--- src/pkg/flsp_params.svh ---
// Constants for the frame level sequencing block
`ifndef FLSP_PARAMS_SVH
`define FLSP_PARAMS_SVH
// Frame control bit positions
`define FLSP_FC_XCHG_CTX 23
`define FLSP_FC_SEQ_CTX 22
`define FLSP_FC_FIRST_SEQ 21
`define FLSP_FC_LAST_SEQ 20
`define FLSP_FC_LAST_DATA 19
`define FLSP_FC_SEQ_INIT 16
// Class codes
`define FLSP_CLASS_1 2'h1
`define FLSP_CLASS_2 2'h2
`define FLSP_CLASS_3 2'h3
// Register indices
`define FLSP_REG_CTRL 4'h0
`define FLSP_REG_STAT 4'h1
`define FLSP_REG_RXCNT 4'h2
`define FLSP_REG_RDYCNT 4'h3
// Control register fields
`define FLSP_CTRL_STACK 0
`endif

--- src/pkg/flsp_pkg.sv ---
// Types of the frame level sequencing block
package flsp_pkg;
    // Start of frame delimiters
    typedef enum logic [2:0] {
        FLSP_SOF_C1 = 3'h0,
        FLSP_SOF_I1 = 3'h1,
        FLSP_SOF_N1 = 3'h2,
        FLSP_SOF_I2 = 3'h3,
        FLSP_SOF_N2 = 3'h4,
        FLSP_SOF_I3 = 3'h5,
        FLSP_SOF_N3 = 3'h6
    } flsp_sof_t;
    // End of frame delimiters
    typedef enum logic [1:0] {
        FLSP_EOF_N = 2'h0,
        FLSP_EOF_T = 2'h1,
        FLSP_EOF_DT = 2'h2
    } flsp_eof_t;
    // Transmit frame header summary
    typedef struct packed {
        flsp_sof_t sof;
        flsp_eof_t eof;
        logic is_ack;
        logic [23:0] fctl;
    } flsp_hdr_t;
    // Received frame summary
    typedef struct packed {
        logic [1:0] cls;
        flsp_sof_t sof;
        flsp_eof_t eof;
        logic is_ack;
        logic [23:0] fctl;
    } flsp_rx_t;
endpackage : flsp_pkg

--- src/hdl/flsp_framer.sv ---
// Frame level sequencing for an N_Port, classes 1 to 3
// How it works
// - Class 1 connect-requesting sequence starts with SOFc1.
// - Data waits for connect accept; stacked mode raises tx_ready_o for other connects but does not send them.
// - Inside an existing Class 1 connection new sequences start with SOFi1.
// - ACK copies first-seq, last-seq, last-data and initiative bits.
// - ACK inverts both context bits.
// - Frames after the first in a sequence use SOFn1, SOFn2 or SOFn3.
// - Class 1 last data flags last-data; last ACK ends EOFt or EOFdt.
// - Last-sequence with EOFt or EOFdt marks end of exchange.
// - Class 2 sequences start with SOFi2.
// - One R_RDY per received frame; Class 2 data also gets an ACK.
// - Class 2 last data frame flags last-data; initiative zero when retained.
// - Class 2 sequence ends only when all frames are accounted for.
// - Class 2 uses EOFt only on the final ACK after all frames arrive; the block also ends its last data frame with EOFt.
// - Class 3 sequences start with SOFi3 and expect no ACK.
// - Class 3 end of sequence is last-data together with EOFt.
// - Originator data: contexts 0, first-seq 1, last-seq 0 (the block sends tx_last_seq_i); ACKs carry contexts 1.
//
// Design decisions made here: the register addresses and the strobed register port.
`timescale 1ns/1ps
`include "flsp_params.svh"
module flsp_framer #(
    parameter int CNT_W = 16
) (
    // Clock and reset
    input wire logic core_clk_i,
    input wire logic rst_i,
    // Register port
    input wire logic [3:0] reg_addr_i,
    input wire logic [31:0] reg_wdata_i,
    input wire logic reg_wr_i,
    input wire logic reg_rd_i,
    output logic [31:0] reg_rdata_o,
    // Transmit request: one data frame of a sequence
    input wire logic tx_req_i,
    input wire logic [1:0] tx_class_i,
    input wire logic tx_connect_i,
    input wire logic tx_last_data_i,
    input wire logic tx_last_seq_i,
    input wire logic tx_seq_init_i,
    input wire logic tx_new_dest_i,
    output logic tx_ready_o,
    // Transmit header toward the link
    output flsp_pkg::flsp_hdr_t tx_hdr_o,
    output logic tx_valid_o,
    input wire logic tx_ready_i,
    // Receive side from the link
    input wire logic rx_valid_i,
    input wire flsp_pkg::flsp_rx_t rx_frame_i,
    input wire logic conn_accept_i,
    input wire logic conn_removed_i,
    input wire logic rx_all_accounted_i,
    // Link responses and events
    output logic r_rdy_o,
    output logic seq_end_o,
    output logic xchg_end_o,
    output logic rx_seq_init_o
);
    import flsp_pkg::*;

    localparam int HDR_W = $bits(flsp_hdr_t);

    // Sequencer states
    typedef enum logic [3:0] {
        ST_IDLE = 4'b0001,
        ST_WAIT_CONN = 4'b0010,
        ST_IN_SEQ = 4'b0100,
        ST_EMIT = 4'b1000
    } flsp_state_t;

    initial begin
        if (CNT_W < 2 || CNT_W > 32) $error("flsp_framer: CNT_W out of range");
    end

    flsp_state_t state;
    flsp_hdr_t pend_hdr, ack_hdr, buf_in_data, buf_out_data, next_data_hdr, next_ack_hdr;
    logic connected, in_seq, stack_en, ack_pend, conn_sent;
    logic buf_in_ready, buf_in_valid, buf_out_valid, tx_take, rx_data, rx_last;
    logic [CNT_W-1:0] rx_count, rdy_count;

    // Build the ACK frame control from a received data frame
    function automatic logic [23:0] ack_fctl(input logic [23:0] fc);
        logic [23:0] r;
        r = 24'h00_0000;
        r[`FLSP_FC_FIRST_SEQ] = fc[`FLSP_FC_FIRST_SEQ];
        r[`FLSP_FC_LAST_SEQ] = fc[`FLSP_FC_LAST_SEQ];
        r[`FLSP_FC_LAST_DATA] = fc[`FLSP_FC_LAST_DATA];
        r[`FLSP_FC_SEQ_INIT] = fc[`FLSP_FC_SEQ_INIT];
        r[`FLSP_FC_XCHG_CTX] = ~fc[`FLSP_FC_XCHG_CTX];
        r[`FLSP_FC_SEQ_CTX] = ~fc[`FLSP_FC_SEQ_CTX];
        return r;
    endfunction : ack_fctl

    // Pick the start delimiter for a data frame
    function automatic flsp_sof_t pick_sof(input logic [1:0] cls, input logic first,
                                           input logic conn);
        flsp_sof_t s;
        s = FLSP_SOF_N3;
        case (cls)
            `FLSP_CLASS_1: begin
                if (!first) s = FLSP_SOF_N1;
                else if (conn) s = FLSP_SOF_I1;
                else s = FLSP_SOF_C1;
            end
            `FLSP_CLASS_2: s = first ? FLSP_SOF_I2 : FLSP_SOF_N2;
            default: s = first ? FLSP_SOF_I3 : FLSP_SOF_N3;
        endcase
        return s;
    endfunction : pick_sof

    // Data frame header from the request
    always_comb begin
        next_data_hdr = '0;
        next_data_hdr.sof = pick_sof(tx_class_i, !in_seq, connected && !tx_connect_i);
        next_data_hdr.eof = tx_last_data_i ? FLSP_EOF_T : FLSP_EOF_N;
        next_data_hdr.is_ack = 1'b0;
        next_data_hdr.fctl[`FLSP_FC_XCHG_CTX] = 1'b0;
        next_data_hdr.fctl[`FLSP_FC_SEQ_CTX] = 1'b0;
        next_data_hdr.fctl[`FLSP_FC_FIRST_SEQ] = 1'b1;
        next_data_hdr.fctl[`FLSP_FC_LAST_SEQ] = tx_last_seq_i;
        next_data_hdr.fctl[`FLSP_FC_LAST_DATA] = tx_last_data_i;
        // Initiative only meaningful on the last frame; zero keeps it
        next_data_hdr.fctl[`FLSP_FC_SEQ_INIT] = tx_last_data_i && tx_seq_init_i;
    end

    // Receive decode
    assign rx_data = rx_valid_i && !rx_frame_i.is_ack;
    assign rx_last = rx_frame_i.fctl[`FLSP_FC_LAST_DATA];

    // ACK header for a received class 1 or 2 data frame
    always_comb begin
        next_ack_hdr = '0;
        next_ack_hdr.is_ack = 1'b1;
        next_ack_hdr.fctl = ack_fctl(rx_frame_i.fctl);
        next_ack_hdr.sof = (rx_frame_i.cls == `FLSP_CLASS_1) ? FLSP_SOF_N1 : FLSP_SOF_N2;
        if (rx_last) begin
            if (rx_frame_i.cls == `FLSP_CLASS_1) begin
                next_ack_hdr.eof = rx_frame_i.fctl[`FLSP_FC_LAST_SEQ] ?
                                   FLSP_EOF_DT : FLSP_EOF_T;
            end else if (rx_all_accounted_i) begin
                next_ack_hdr.eof = FLSP_EOF_T;
            end
        end
    end

    // Taken only while ready
    assign tx_take = tx_req_i && tx_ready_o;

    // Sequencer for outgoing data frames
    always_ff @(posedge core_clk_i or posedge rst_i) begin
        if (rst_i) begin
            state <= ST_IDLE;
            pend_hdr <= '0;
            in_seq <= 1'b0;
            tx_ready_o <= 1'b0;
        end else begin
            case (state)
                ST_IDLE, ST_IN_SEQ: begin
                    tx_ready_o <= 1'b1;
                    if (tx_take) begin
                        tx_ready_o <= 1'b0;
                        pend_hdr <= next_data_hdr;
                        in_seq <= !tx_last_data_i;
                        state <= ST_EMIT;
                        if (next_data_hdr.sof == FLSP_SOF_C1) begin
                            state <= ST_WAIT_CONN;
                        end
                    end
                end
                ST_WAIT_CONN: begin
                    // Hold data until the connect is accepted
                    tx_ready_o <= 1'b0;
                    if (stack_en && tx_req_i && tx_connect_i && tx_new_dest_i) begin
                        tx_ready_o <= 1'b1;
                    end
                    if (conn_accept_i) begin
                        state <= in_seq ? ST_IN_SEQ : ST_IDLE;
                        tx_ready_o <= 1'b1;
                    end
                end
                ST_EMIT: begin
                    if (!ack_pend && buf_in_ready) begin
                        state <= in_seq ? ST_IN_SEQ : ST_IDLE;
                        tx_ready_o <= 1'b1;
                    end
                end
                default: begin
                    state <= ST_IDLE;
                    tx_ready_o <= 1'b0;
                end
            endcase
        end
    end

    // Connection state follows accept and removal
    always_ff @(posedge core_clk_i or posedge rst_i) begin
        if (rst_i) begin
            connected <= 1'b0;
        end else if (conn_removed_i) begin
            connected <= 1'b0;
        end else if (conn_accept_i) begin
            connected <= 1'b1;
        end
    end

    // Connect frame is emitted once in the wait state, behind any pending ACK
    always_ff @(posedge core_clk_i or posedge rst_i) begin
        if (rst_i) begin
            conn_sent <= 1'b0;
        end else if (state != ST_WAIT_CONN) begin
            conn_sent <= 1'b0;
        end else if (!ack_pend && buf_in_ready) begin
            conn_sent <= 1'b1;
        end
    end

    // Pending ACK for class 1 and 2 data frames; class 3 gets none
    always_ff @(posedge core_clk_i or posedge rst_i) begin
        if (rst_i) begin
            ack_pend <= 1'b0;
            ack_hdr <= '0;
        end else begin
            if (ack_pend && buf_in_ready) ack_pend <= 1'b0;
            if (rx_data && rx_frame_i.cls != `FLSP_CLASS_3) begin
                ack_pend <= 1'b1;
                ack_hdr <= next_ack_hdr;
            end
        end
    end

    // ACKs go first; a data frame waits a cycle behind them
    always_comb begin
        buf_in_valid = 1'b0;
        buf_in_data = pend_hdr;
        if (ack_pend) begin
            buf_in_valid = 1'b1;
            buf_in_data = ack_hdr;
        end else if (state == ST_EMIT || (state == ST_WAIT_CONN && !conn_sent)) begin
            buf_in_valid = 1'b1;
        end
    end

    // Two-entry buffer so a stalled link loses no header
    flsp_skid #(
        .WIDTH(HDR_W)
    ) u_buf (
        .core_clk_i(core_clk_i),
        .rst_i(rst_i),
        .in_data_i(buf_in_data),
        .in_valid_i(buf_in_valid),
        .in_ready_o(buf_in_ready),
        .out_data_o(buf_out_data),
        .out_valid_o(buf_out_valid),
        .out_ready_i(tx_ready_i)
    );

    // Output register stage toward the link
    always_ff @(posedge core_clk_i or posedge rst_i) begin
        if (rst_i) begin
            tx_valid_o <= 1'b0;
            tx_hdr_o <= '0;
        end else if (tx_ready_i) begin
            tx_valid_o <= buf_out_valid;
            tx_hdr_o <= buf_out_data;
        end
    end

    // One R_RDY per received frame of any kind, SOFc1 included
    always_ff @(posedge core_clk_i or posedge rst_i) begin
        if (rst_i) begin
            r_rdy_o <= 1'b0;
        end else begin
            r_rdy_o <= rx_valid_i;
        end
    end

    // Sequence and exchange end detection on received frames
    always_ff @(posedge core_clk_i or posedge rst_i) begin
        if (rst_i) begin
            seq_end_o <= 1'b0;
            xchg_end_o <= 1'b0;
            rx_seq_init_o <= 1'b0;
        end else begin
            seq_end_o <= 1'b0;
            xchg_end_o <= 1'b0;
            if (rx_valid_i) begin
                case (rx_frame_i.cls)
                    `FLSP_CLASS_3: begin
                        seq_end_o <= rx_data && rx_last &&
                                     rx_frame_i.eof == FLSP_EOF_T;
                    end
                    `FLSP_CLASS_2: begin
                        seq_end_o <= rx_data && rx_last && rx_all_accounted_i;
                    end
                    default: begin
                        seq_end_o <= rx_frame_i.is_ack && rx_frame_i.eof != FLSP_EOF_N;
                    end
                endcase
                xchg_end_o <= rx_frame_i.fctl[`FLSP_FC_LAST_SEQ] &&
                              rx_frame_i.eof != FLSP_EOF_N;
                if (rx_data && rx_last) begin
                    rx_seq_init_o <= rx_frame_i.fctl[`FLSP_FC_SEQ_INIT];
                end
            end
        end
    end

    // Control register: stacked connect enable
    always_ff @(posedge core_clk_i or posedge rst_i) begin
        if (rst_i) begin
            stack_en <= 1'b0;
        end else if (reg_wr_i && reg_addr_i == `FLSP_REG_CTRL) begin
            stack_en <= reg_wdata_i[`FLSP_CTRL_STACK];
        end
    end

    // Frame counters
    always_ff @(posedge core_clk_i or posedge rst_i) begin
        if (rst_i) begin
            rx_count <= '0;
            rdy_count <= '0;
        end else begin
            if (rx_data) rx_count <= rx_count + 1'b1;
            if (r_rdy_o) rdy_count <= rdy_count + 1'b1;
        end
    end

    // Read data one cycle after the strobe, zero otherwise
    always_ff @(posedge core_clk_i or posedge rst_i) begin
        if (rst_i) begin
            reg_rdata_o <= 32'h0000_0000;
        end else begin
            reg_rdata_o <= 32'h0000_0000;
            if (reg_rd_i) begin
                case (reg_addr_i)
                    `FLSP_REG_CTRL: reg_rdata_o <= {31'h0000_0000, stack_en};
                    `FLSP_REG_STAT: reg_rdata_o <= {26'h000_0000, connected, in_seq,
                                                    state};
                    `FLSP_REG_RXCNT: reg_rdata_o <= 32'(rx_count);
                    `FLSP_REG_RDYCNT: reg_rdata_o <= 32'(rdy_count);
                    default: reg_rdata_o <= 32'h0000_0000;
                endcase
            end
        end
    end
endmodule : flsp_framer

--- src/hdl/flsp_skid.sv ---
// Two-entry buffer with valid and ready on both sides
`timescale 1ns/1ps
module flsp_skid #(
    parameter int WIDTH = 32
) (
    // Clock and reset
    input wire logic core_clk_i,
    input wire logic rst_i,
    // Fill side
    input wire logic [WIDTH-1:0] in_data_i,
    input wire logic in_valid_i,
    output logic in_ready_o,
    // Drain side
    output logic [WIDTH-1:0] out_data_o,
    output logic out_valid_o,
    input wire logic out_ready_i
);
    logic [WIDTH-1:0] mem [2];
    logic wr_ptr;
    logic rd_ptr;
    logic [1:0] count;
    logic push;
    logic pop;

    initial begin
        if (WIDTH < 1) $error("flsp_skid: WIDTH must be positive");
    end

    // Handshakes on both sides
    assign push = in_valid_i && in_ready_o;
    assign pop = out_valid_o && out_ready_i;
    assign in_ready_o = (count != 2'h2);
    assign out_valid_o = (count != 2'h0);
    assign out_data_o = mem[rd_ptr];

    // Storage array, no reset needed on data
    always_ff @(posedge core_clk_i) begin
        if (push) begin
            mem[wr_ptr] <= in_data_i;
        end
    end

    // Pointers and fill count
    always_ff @(posedge core_clk_i or posedge rst_i) begin
        if (rst_i) begin
            wr_ptr <= 1'b0;
            rd_ptr <= 1'b0;
            count <= 2'h0;
        end else begin
            if (push) wr_ptr <= ~wr_ptr;
            if (pop) rd_ptr <= ~rd_ptr;
            count <= count + {1'b0, push} - {1'b0, pop};
        end
    end
endmodule : flsp_skid

--- config.mk ---
export PLATFORM = sky130hd
export DESIGN_NAME = flsp_framer
export DESIGN_NICKNAME = d
export VERILOG_FILES = /design/src/pkg/flsp_pkg.sv /design/src/hdl/flsp_framer.sv /design/src/hdl/flsp_skid.sv
export VERILOG_INCLUDE_DIRS = /design/src /design/src/pkg
export SDC_FILE = /design/constraint.sdc
export NUM_CORES = 1
export LEC_CHECK = 0
export BUFFER_PORTS_ARGS = -buffer_cell sky130_fd_sc_hd__buf_2
export CORE_MARGIN = 4
export CORE_UTILIZATION = 50
export CTS_CLUSTER_SIZE = 16
export DETAILED_ROUTE_END_ITERATION = 7
export GPL_ROUTABILITY_DRIVEN = 0
export PLACE_DENSITY = 0.81
export SLEW_MARGIN = 40
export SYNTH_ARGS = -nofsm -noshare
export SYNTH_HDL_FRONTEND = slang
export SYNTH_HIERARCHICAL = 1
export SYNTH_SLANG_ARGS = --single-unit
export TNS_END_PERCENT = 5
--- constraint.sdc ---
create_clock -name core_clk_i -period 3.35 [get_ports core_clk_i]
set_input_delay 0.5025 -clock core_clk_i [delete_from_list [all_inputs] [get_ports core_clk_i]]
set_output_delay 0.5025 -clock core_clk_i [all_outputs]
set_load 0.05 [all_outputs]
# After elaboration in Yosys (flattened, before gate mapping)
# Memories as Yosys holds them, arrays and structs flattened. A register that Yosys moved wholly into a read port is not among the register bits.
# Index checks and enable logic that the tools add are counted.
[classes] add_sub_neg=4 n_eq_ne=19 mux=37 bitwise_logic=4 n_reduce_logical=36
[ops] op="$pmux 16 s4" count=1
[ops] op="$add 16x1->16 const B" count=2
[ops] op="$mux 30" count=1
[ops] op="$logic_and 1x1->1" count=19
[ops] op="$mux 1" count=18
[ops] op="$mux 16" count=1
[ops] op="$mux 4" count=4
[ops] op="$eq 4x2->1 const B" count=3
[ops] op="$pmux 4 s3" count=1
[ops] op="$mux 2" count=5
[ops] op="$ne 2x2->1 const B" count=5
[ops] op="$reduce_bool 2->1" count=5
[ops] op="$mux 3" count=3
[ops] op="$eq 4x1->1 const B" count=2
[ops] op="$eq 2x1->1 const B" count=3
[ops] op="$eq 2x2->1 const B" count=3
[ops] op="$pmux 3 s2" count=1
[ops] op="$logic_not 1->1" count=5
[ops] op="$eq 4x3->1 const B" count=1
[ops] op="$eq 4x4->1 const B" count=1
[ops] op="$logic_not 4->1" count=1
[ops] op="$ne 4x2->1 const B" count=1
[ops] op="$not 1->1" count=4
[ops] op="$reduce_and 2->1" count=2
[ops] op="8 further kinds" count=8
[totals] ff_bits=104 mem_bits_rw=60 n_memories=1
[memory_table] memory="u_buf.mem" words=2 word_bits=30 read_ports=1 rd_ports_with_merged_regs=1 wr=1 line_no="flsp_skid.sv:18" rtl="logic [WIDTH-1:0] mem [2];"

# Logic depth before layout (Yosys ltp)
[logic_depth] word_depth=9 ltp_mapped=10 ltp_nobuf=9

# Modules after synthesis
# The synthesis kept the hierarchy.
[modules_own_cells] mod="flsp_framer" n_inst=1 cells_each=408 area_each_um2=4936.0
[modules_own_cells] mod="flsp_skid" n_inst=1 cells_each=111 area_each_um2=2364.8

# Worst setup path after synthesis
# OpenSTA, ideal clock, no wires.
[synth_path] kind="flip-flop to flip-flop" start="register state[0]" end="memory u_buf/mem[0][0] (netlist bit) (enable)" setup_time_ns=0.417 t_arrival_ns=2.477 required_time_ns=2.933 setup_slack_ns=0.456 stages_incl_launch_ff=7 cell_sequence="dfstp_2 > buf_4 > nor4b_2 > inv_1 > o211ai_1 > nand2_1 > nor2_1"
[synth_between] elab_chain_len=8 elab_cells_between_ends=9
[synth_rtl] item="from (decl)" line_no="flsp_framer.sv:76" rtl="flsp_state_t state;"
[synth_rtl] item="from (signal assigned)" line_no="flsp_framer.sv:178" rtl="state <= in_seq ? ST_IN_SEQ : ST_IDLE;"
[synth_rtl] item="from (signal assigned)" line_no="flsp_framer.sv:184" rtl="state <= in_seq ? ST_IN_SEQ : ST_IDLE;"
[synth_rtl] item="$eq 4x2->1" line_no="flsp_framer.sv:239" rtl="end else if (state == ST_EMIT || (state == ST_WAIT_CONN && !conn_sent)) begin"
[synth_rtl] item="$logic_and 1x1->1" line_no="flsp_framer.sv:239"
[synth_rtl] item="$logic_or 1x1->1 *" line_no="flsp_framer.sv:239"
[synth_rtl] item="$mux 1 *" line_no="flsp_framer.sv:239"
[synth_rtl] item="$mux 1 *" line_no="flsp_framer.sv:236" rtl="if (ack_pend) begin"
[synth_rtl] item="named net buf_in_valid" line_no="flsp_framer.sv:79" rtl="logic buf_in_ready, buf_in_valid, buf_out_valid, tx_take, rx_data, rx_last;"
[synth_rtl] item="$logic_and 1x1->1 *" line_no="flsp_skid.sv:30" rtl="assign push = in_valid_i && in_ready_o;"
[synth_rtl] item="$mux 1 *" line_no="flsp_skid.sv:38" rtl="if (push) begin"
[synth_rtl] item="$mux 1 (implied by the code) *" line_no="flsp_skid.sv:39" rtl="mem[wr_ptr] <= in_data_i;"
[synth_rtl] item="to (decl)" line_no="flsp_skid.sv:18"
# The timed path passes the listed nets; every way through them passes the cells marked *.

# Worst setup path in the final report
[layout_path] start="register state[3]" end="register u_buf.count[1]"
[layout_between] elab_chain_len=8 elab_cells_between_ends=9
[layout_rtl] item="$eq 4x2->1" line_no="flsp_framer.sv:239"
[layout_rtl] item="$logic_and 1x1->1" line_no="flsp_framer.sv:239"
[layout_rtl] item="$logic_or 1x1->1 *" line_no="flsp_framer.sv:239"
[layout_rtl] item="$mux 1 *" line_no="flsp_framer.sv:239"
[layout_rtl] item="$mux 1 *" line_no="flsp_framer.sv:236"
[layout_rtl] item="named net buf_in_valid" line_no="flsp_framer.sv:79"
[layout_rtl] item="$logic_and 1x1->1 *" line_no="flsp_skid.sv:30"
[layout_rtl] item="$add 2x1->2 *" line_no="flsp_skid.sv:52" rtl="count <= count + {1'b0, push} - {1'b0, pop};"
[layout_rtl] item="$sub 2x1->2 *" line_no="flsp_skid.sv:52"
[layout_rtl] item="to (signal assigned)" line_no="flsp_skid.sv:52"
[layout_rtl] item="to (decl)" line_no="flsp_skid.sv:21" rtl="logic [1:0] count;"
# Marks and branches as above.
# A chain may end at the register's enable or synchronous reset.

==> metrics.txt <==
crit share post-route 69.5%; clock tree buffer depth 2; Num Clock Sinks 175; Root Buffer clkbuf_16; crit start category flop; H-tree lvl count 4; async set or reset register ratio after synthesis 65.7%; GRT overflow 0; Total Neg Setup Slack 0 ns; P_leak 0.00381 µW; peak supply drop 426 µV; Final setup viols 0; syn avg cell area 14.1 µm²; area of the core 14100 µm²; TritonCTS clock tree built; Final Critical Period 2.33 ns; WP buf/inv 2; DR iter-0 viols 177; dpl hpwl 9440 µm; vias post-DR 4353; crit path DAT 2.67 ns; ys flop type dfrtp_1; finished layout cell area 8670 µm²; area of the mapped netlist 7300 µm²; Chip Height 129 µm; worst-margin pin slew 0.683 ns; ANT cells 0; num ports 153; proportion of layout cells with a drive suffix above 1 32.4%; Placed Area 8010 µm²; # rows 43; crit path kind flop to flop; Post-synth EDFFs 60; critical path's top delay family simple AND/OR/NAND/NOR gates; slowest cell on the critical path dfrtp_1; synth unique cells 52; Cells after Synth 519; max_slew headroom 54.5%; Seq/Total Area, Yosys 64.1%; initial antenna violation count 0; FMAX 0.430 GHz; port buffer count 84; die area 16600 µm²; CP endpoint kind flop; synthesized flop and latch total 175; RSZ-0062 raised after global routing no; fin nets 741; post-DR wirelength/cell 16.0 µm; vias per inst 5.16; clock latency on the worst-skew pair 0.42 ns; data required time of the worst path 3.69 ns; Starting Density 51.8%; vias in the first global route 4673; total track usage 17.6%; CP Max Fanout 7; max-cap viol count 0; path type of the worst min-delay path primary input to flop; status finished clean; clk slew on worst S/H paths 0.06 ns; TritonRoute pass-1 iters 4; Slew Viols, Final 0; first-pass GRT wire length 22800 µm; post-route ant nets 0; Layout area overhead 18.7%; Detailed Route WL 13400 µm; residual DRC count 0; critical path's largest stage delay 0.47 ns; pwr dens 857 nW/µm²; CTS buffer count 17; Post-CTS Resized 0; worst clock skew 0.00686 ns; die width 129 µm; Final Hold Vio Count 0; critical-path cell list nor4b_2 -> inv_1 -> o211ai_1 -> nand2_1 -> ha_1 -> inv_1 -> ha_1 -> xnor2_1 -> xnor2_1; yosys warns 6; pin count of the biggest net entering global routing 75
## synthesized netlist by cell type, types with 2 or more instances
cell | count | area [µm²]
buf_2 | 8 | 40.0
edfxtp_1 | 60 | 1800
a31oi_1 | 2 | 12.5
nor3_1 | 3 | 15.0
o21ai_0 | 10 | 50.1
o22ai_1 | 3 | 18.8
mux2i_1 | 11 | 110
nor2b_1 | 5 | 31.3
nand4_1 | 7 | 43.8
buf_4 | 21 | 158
a22oi_1 | 5 | 37.5
dfrtp_1 | 114 | 2850
inv_1 | 12 | 45.0
and4_1 | 5 | 43.8
and3_1 | 9 | 56.3
nand2_1 | 37 | 139
nand2b_1 | 5 | 31.3
xnor2_1 | 29 | 254
nor3_2 | 2 | 20.0
and2_1 | 5 | 31.3
clkbuf_1 | 2 | 7.51
a21oi_1 | 3 | 15.0
xor2_1 | 6 | 52.6
nand3_1 | 16 | 80.1
mux2_2 | 80 | 901
nor2_1 | 28 | 105
ha_1 | 6 | 75.1
## sequential cells by signal, indices dropped and copies added, names as in the netlist, 2 cells and up
| signal | flops |
|---|---|
| ack_hdr | 11 |
| pend_hdr | 7 |
| rdy_count | 16 |
| reg_rdata_o | 16 |
| rx_count | 16 |
| state | 4 |
| tx_hdr_o | 30 |
| u_buf/count | 2 |
| u_buf/mem | 60 |
## metal layers
metal / GRT usage, % / vias up / share of wire [%] / wire length, µm
li1: - / 2041 / - / -
met1: 21.3 / 2169 / 42 / 5580
met2: 30.4 / 120 / 51 / 6920
met3: 4.23 / 23 / 5.1 / 683
met4: 7.04 / 0 / 1.9 / 261
met5: 0 / - / 0 / 0
## cell families after synthesis
logic type / Yosys count / share of synthesized area [%]
buffers and inverters: 44 / 3.58
flip-flops: 175 / 64.1
multiplexers: 92 / 14.2
XOR/XNOR: 36 / 4.42
adder cells (fa/ha/maj): 6 / 1.03
other: 1 / 0.0514
AND/OR/NAND/NOR: 131 / 9.34
AO/OA/AOI/OAI: 34 / 3.31
## final timing paths
kind / cells past startpoint / from / end / slack, ns
min in group asynchronous: 3 / rst_i / u_buf/wr_ptr / 0.56
max in group asynchronous: 5 / rst_i / reg_rdata_o[15] / 1.80
max reg2reg: 9 / state[3] / u_buf/count[1] / 1.02
min: 2 / conn_removed_i / connected / 0.22
max: 9 / state[3] / u_buf/count[1] / 1.02
min reg2reg: 1 / ack_hdr[24] / ack_hdr[24] / 0.46
## what timing repair did
action | 4_1_cts | 5_1_grt
endpoints found under the hold margin | 4 | 0
hold buffers | 1 | 0
setup buffers | 0 | 0
## cell usage in the layout (no fill, tap or decap), types with 6 or more instances in the layout
master	Yosys	final
edfxtp_1	60	60
nand4_1	7	7
ha_1	6	6
inv_1	12	11
nand2_1	37	37
o21ai_0	10	10
nand3_1	16	16
clkbuf_16	0	17
mux2_2	80	80
conb_1	1	52
buf_4	21	6
xnor2_1	29	29
xor2_1	6	6
mux2i_1	11	11
and3_1	9	9
nor2_1	28	27
dfrtp_1	114	114
buf_2	8	84
## stage by stage
step | setup slack [ns] | instances | power, µW | hold WS (ns) | util [%]
CTS | 0.984 | 843 | 7500 | 0.207 | 61.5
floorplan | 0.456 | 570 | 4820 | 0.269 | -
detailed placement | 1.04 | 810 | 5360 | 0.444 | 56.8
global route | 0.786 | 843 | 7790 | 0.208 | 61.5
global placement | 1.10 | 809 | 5250 | 0.424 | 56.7
finish | 1.02 | 843 | 7430 | 0.224 | 61.5
## cell type report
type / count / area (µm²)
inverter: 12 / 48.8
tap: 180 / 225
timing repair buffer: 93 / 515
clock inverter: 13 / 191
fill: 1020 / 5430
clock buffer: 19 / 453
multi-input combinational: 351 / 2550
sequential: 175 / 4680
## worst reg2reg max path, cell delays in order (launching register included)
cell      delay (ns)
dfrtp_1         0.47
nor4b_2         0.41
inv_1           0.12
o211ai_1        0.26
nand2_1         0.16
ha_1            0.31
inv_1           0.04
ha_1            0.18
xnor2_1         0.16
xnor2_1         0.14
## power by group
group | leakage, µW | switching, µW | internal (µW)
logic | 0.00150 | 1360 | 781
clock network | 0.000311 | 768 | 1350
registers | 0.00200 | 372 | 2790
Power figures use the tool's default switching activity.
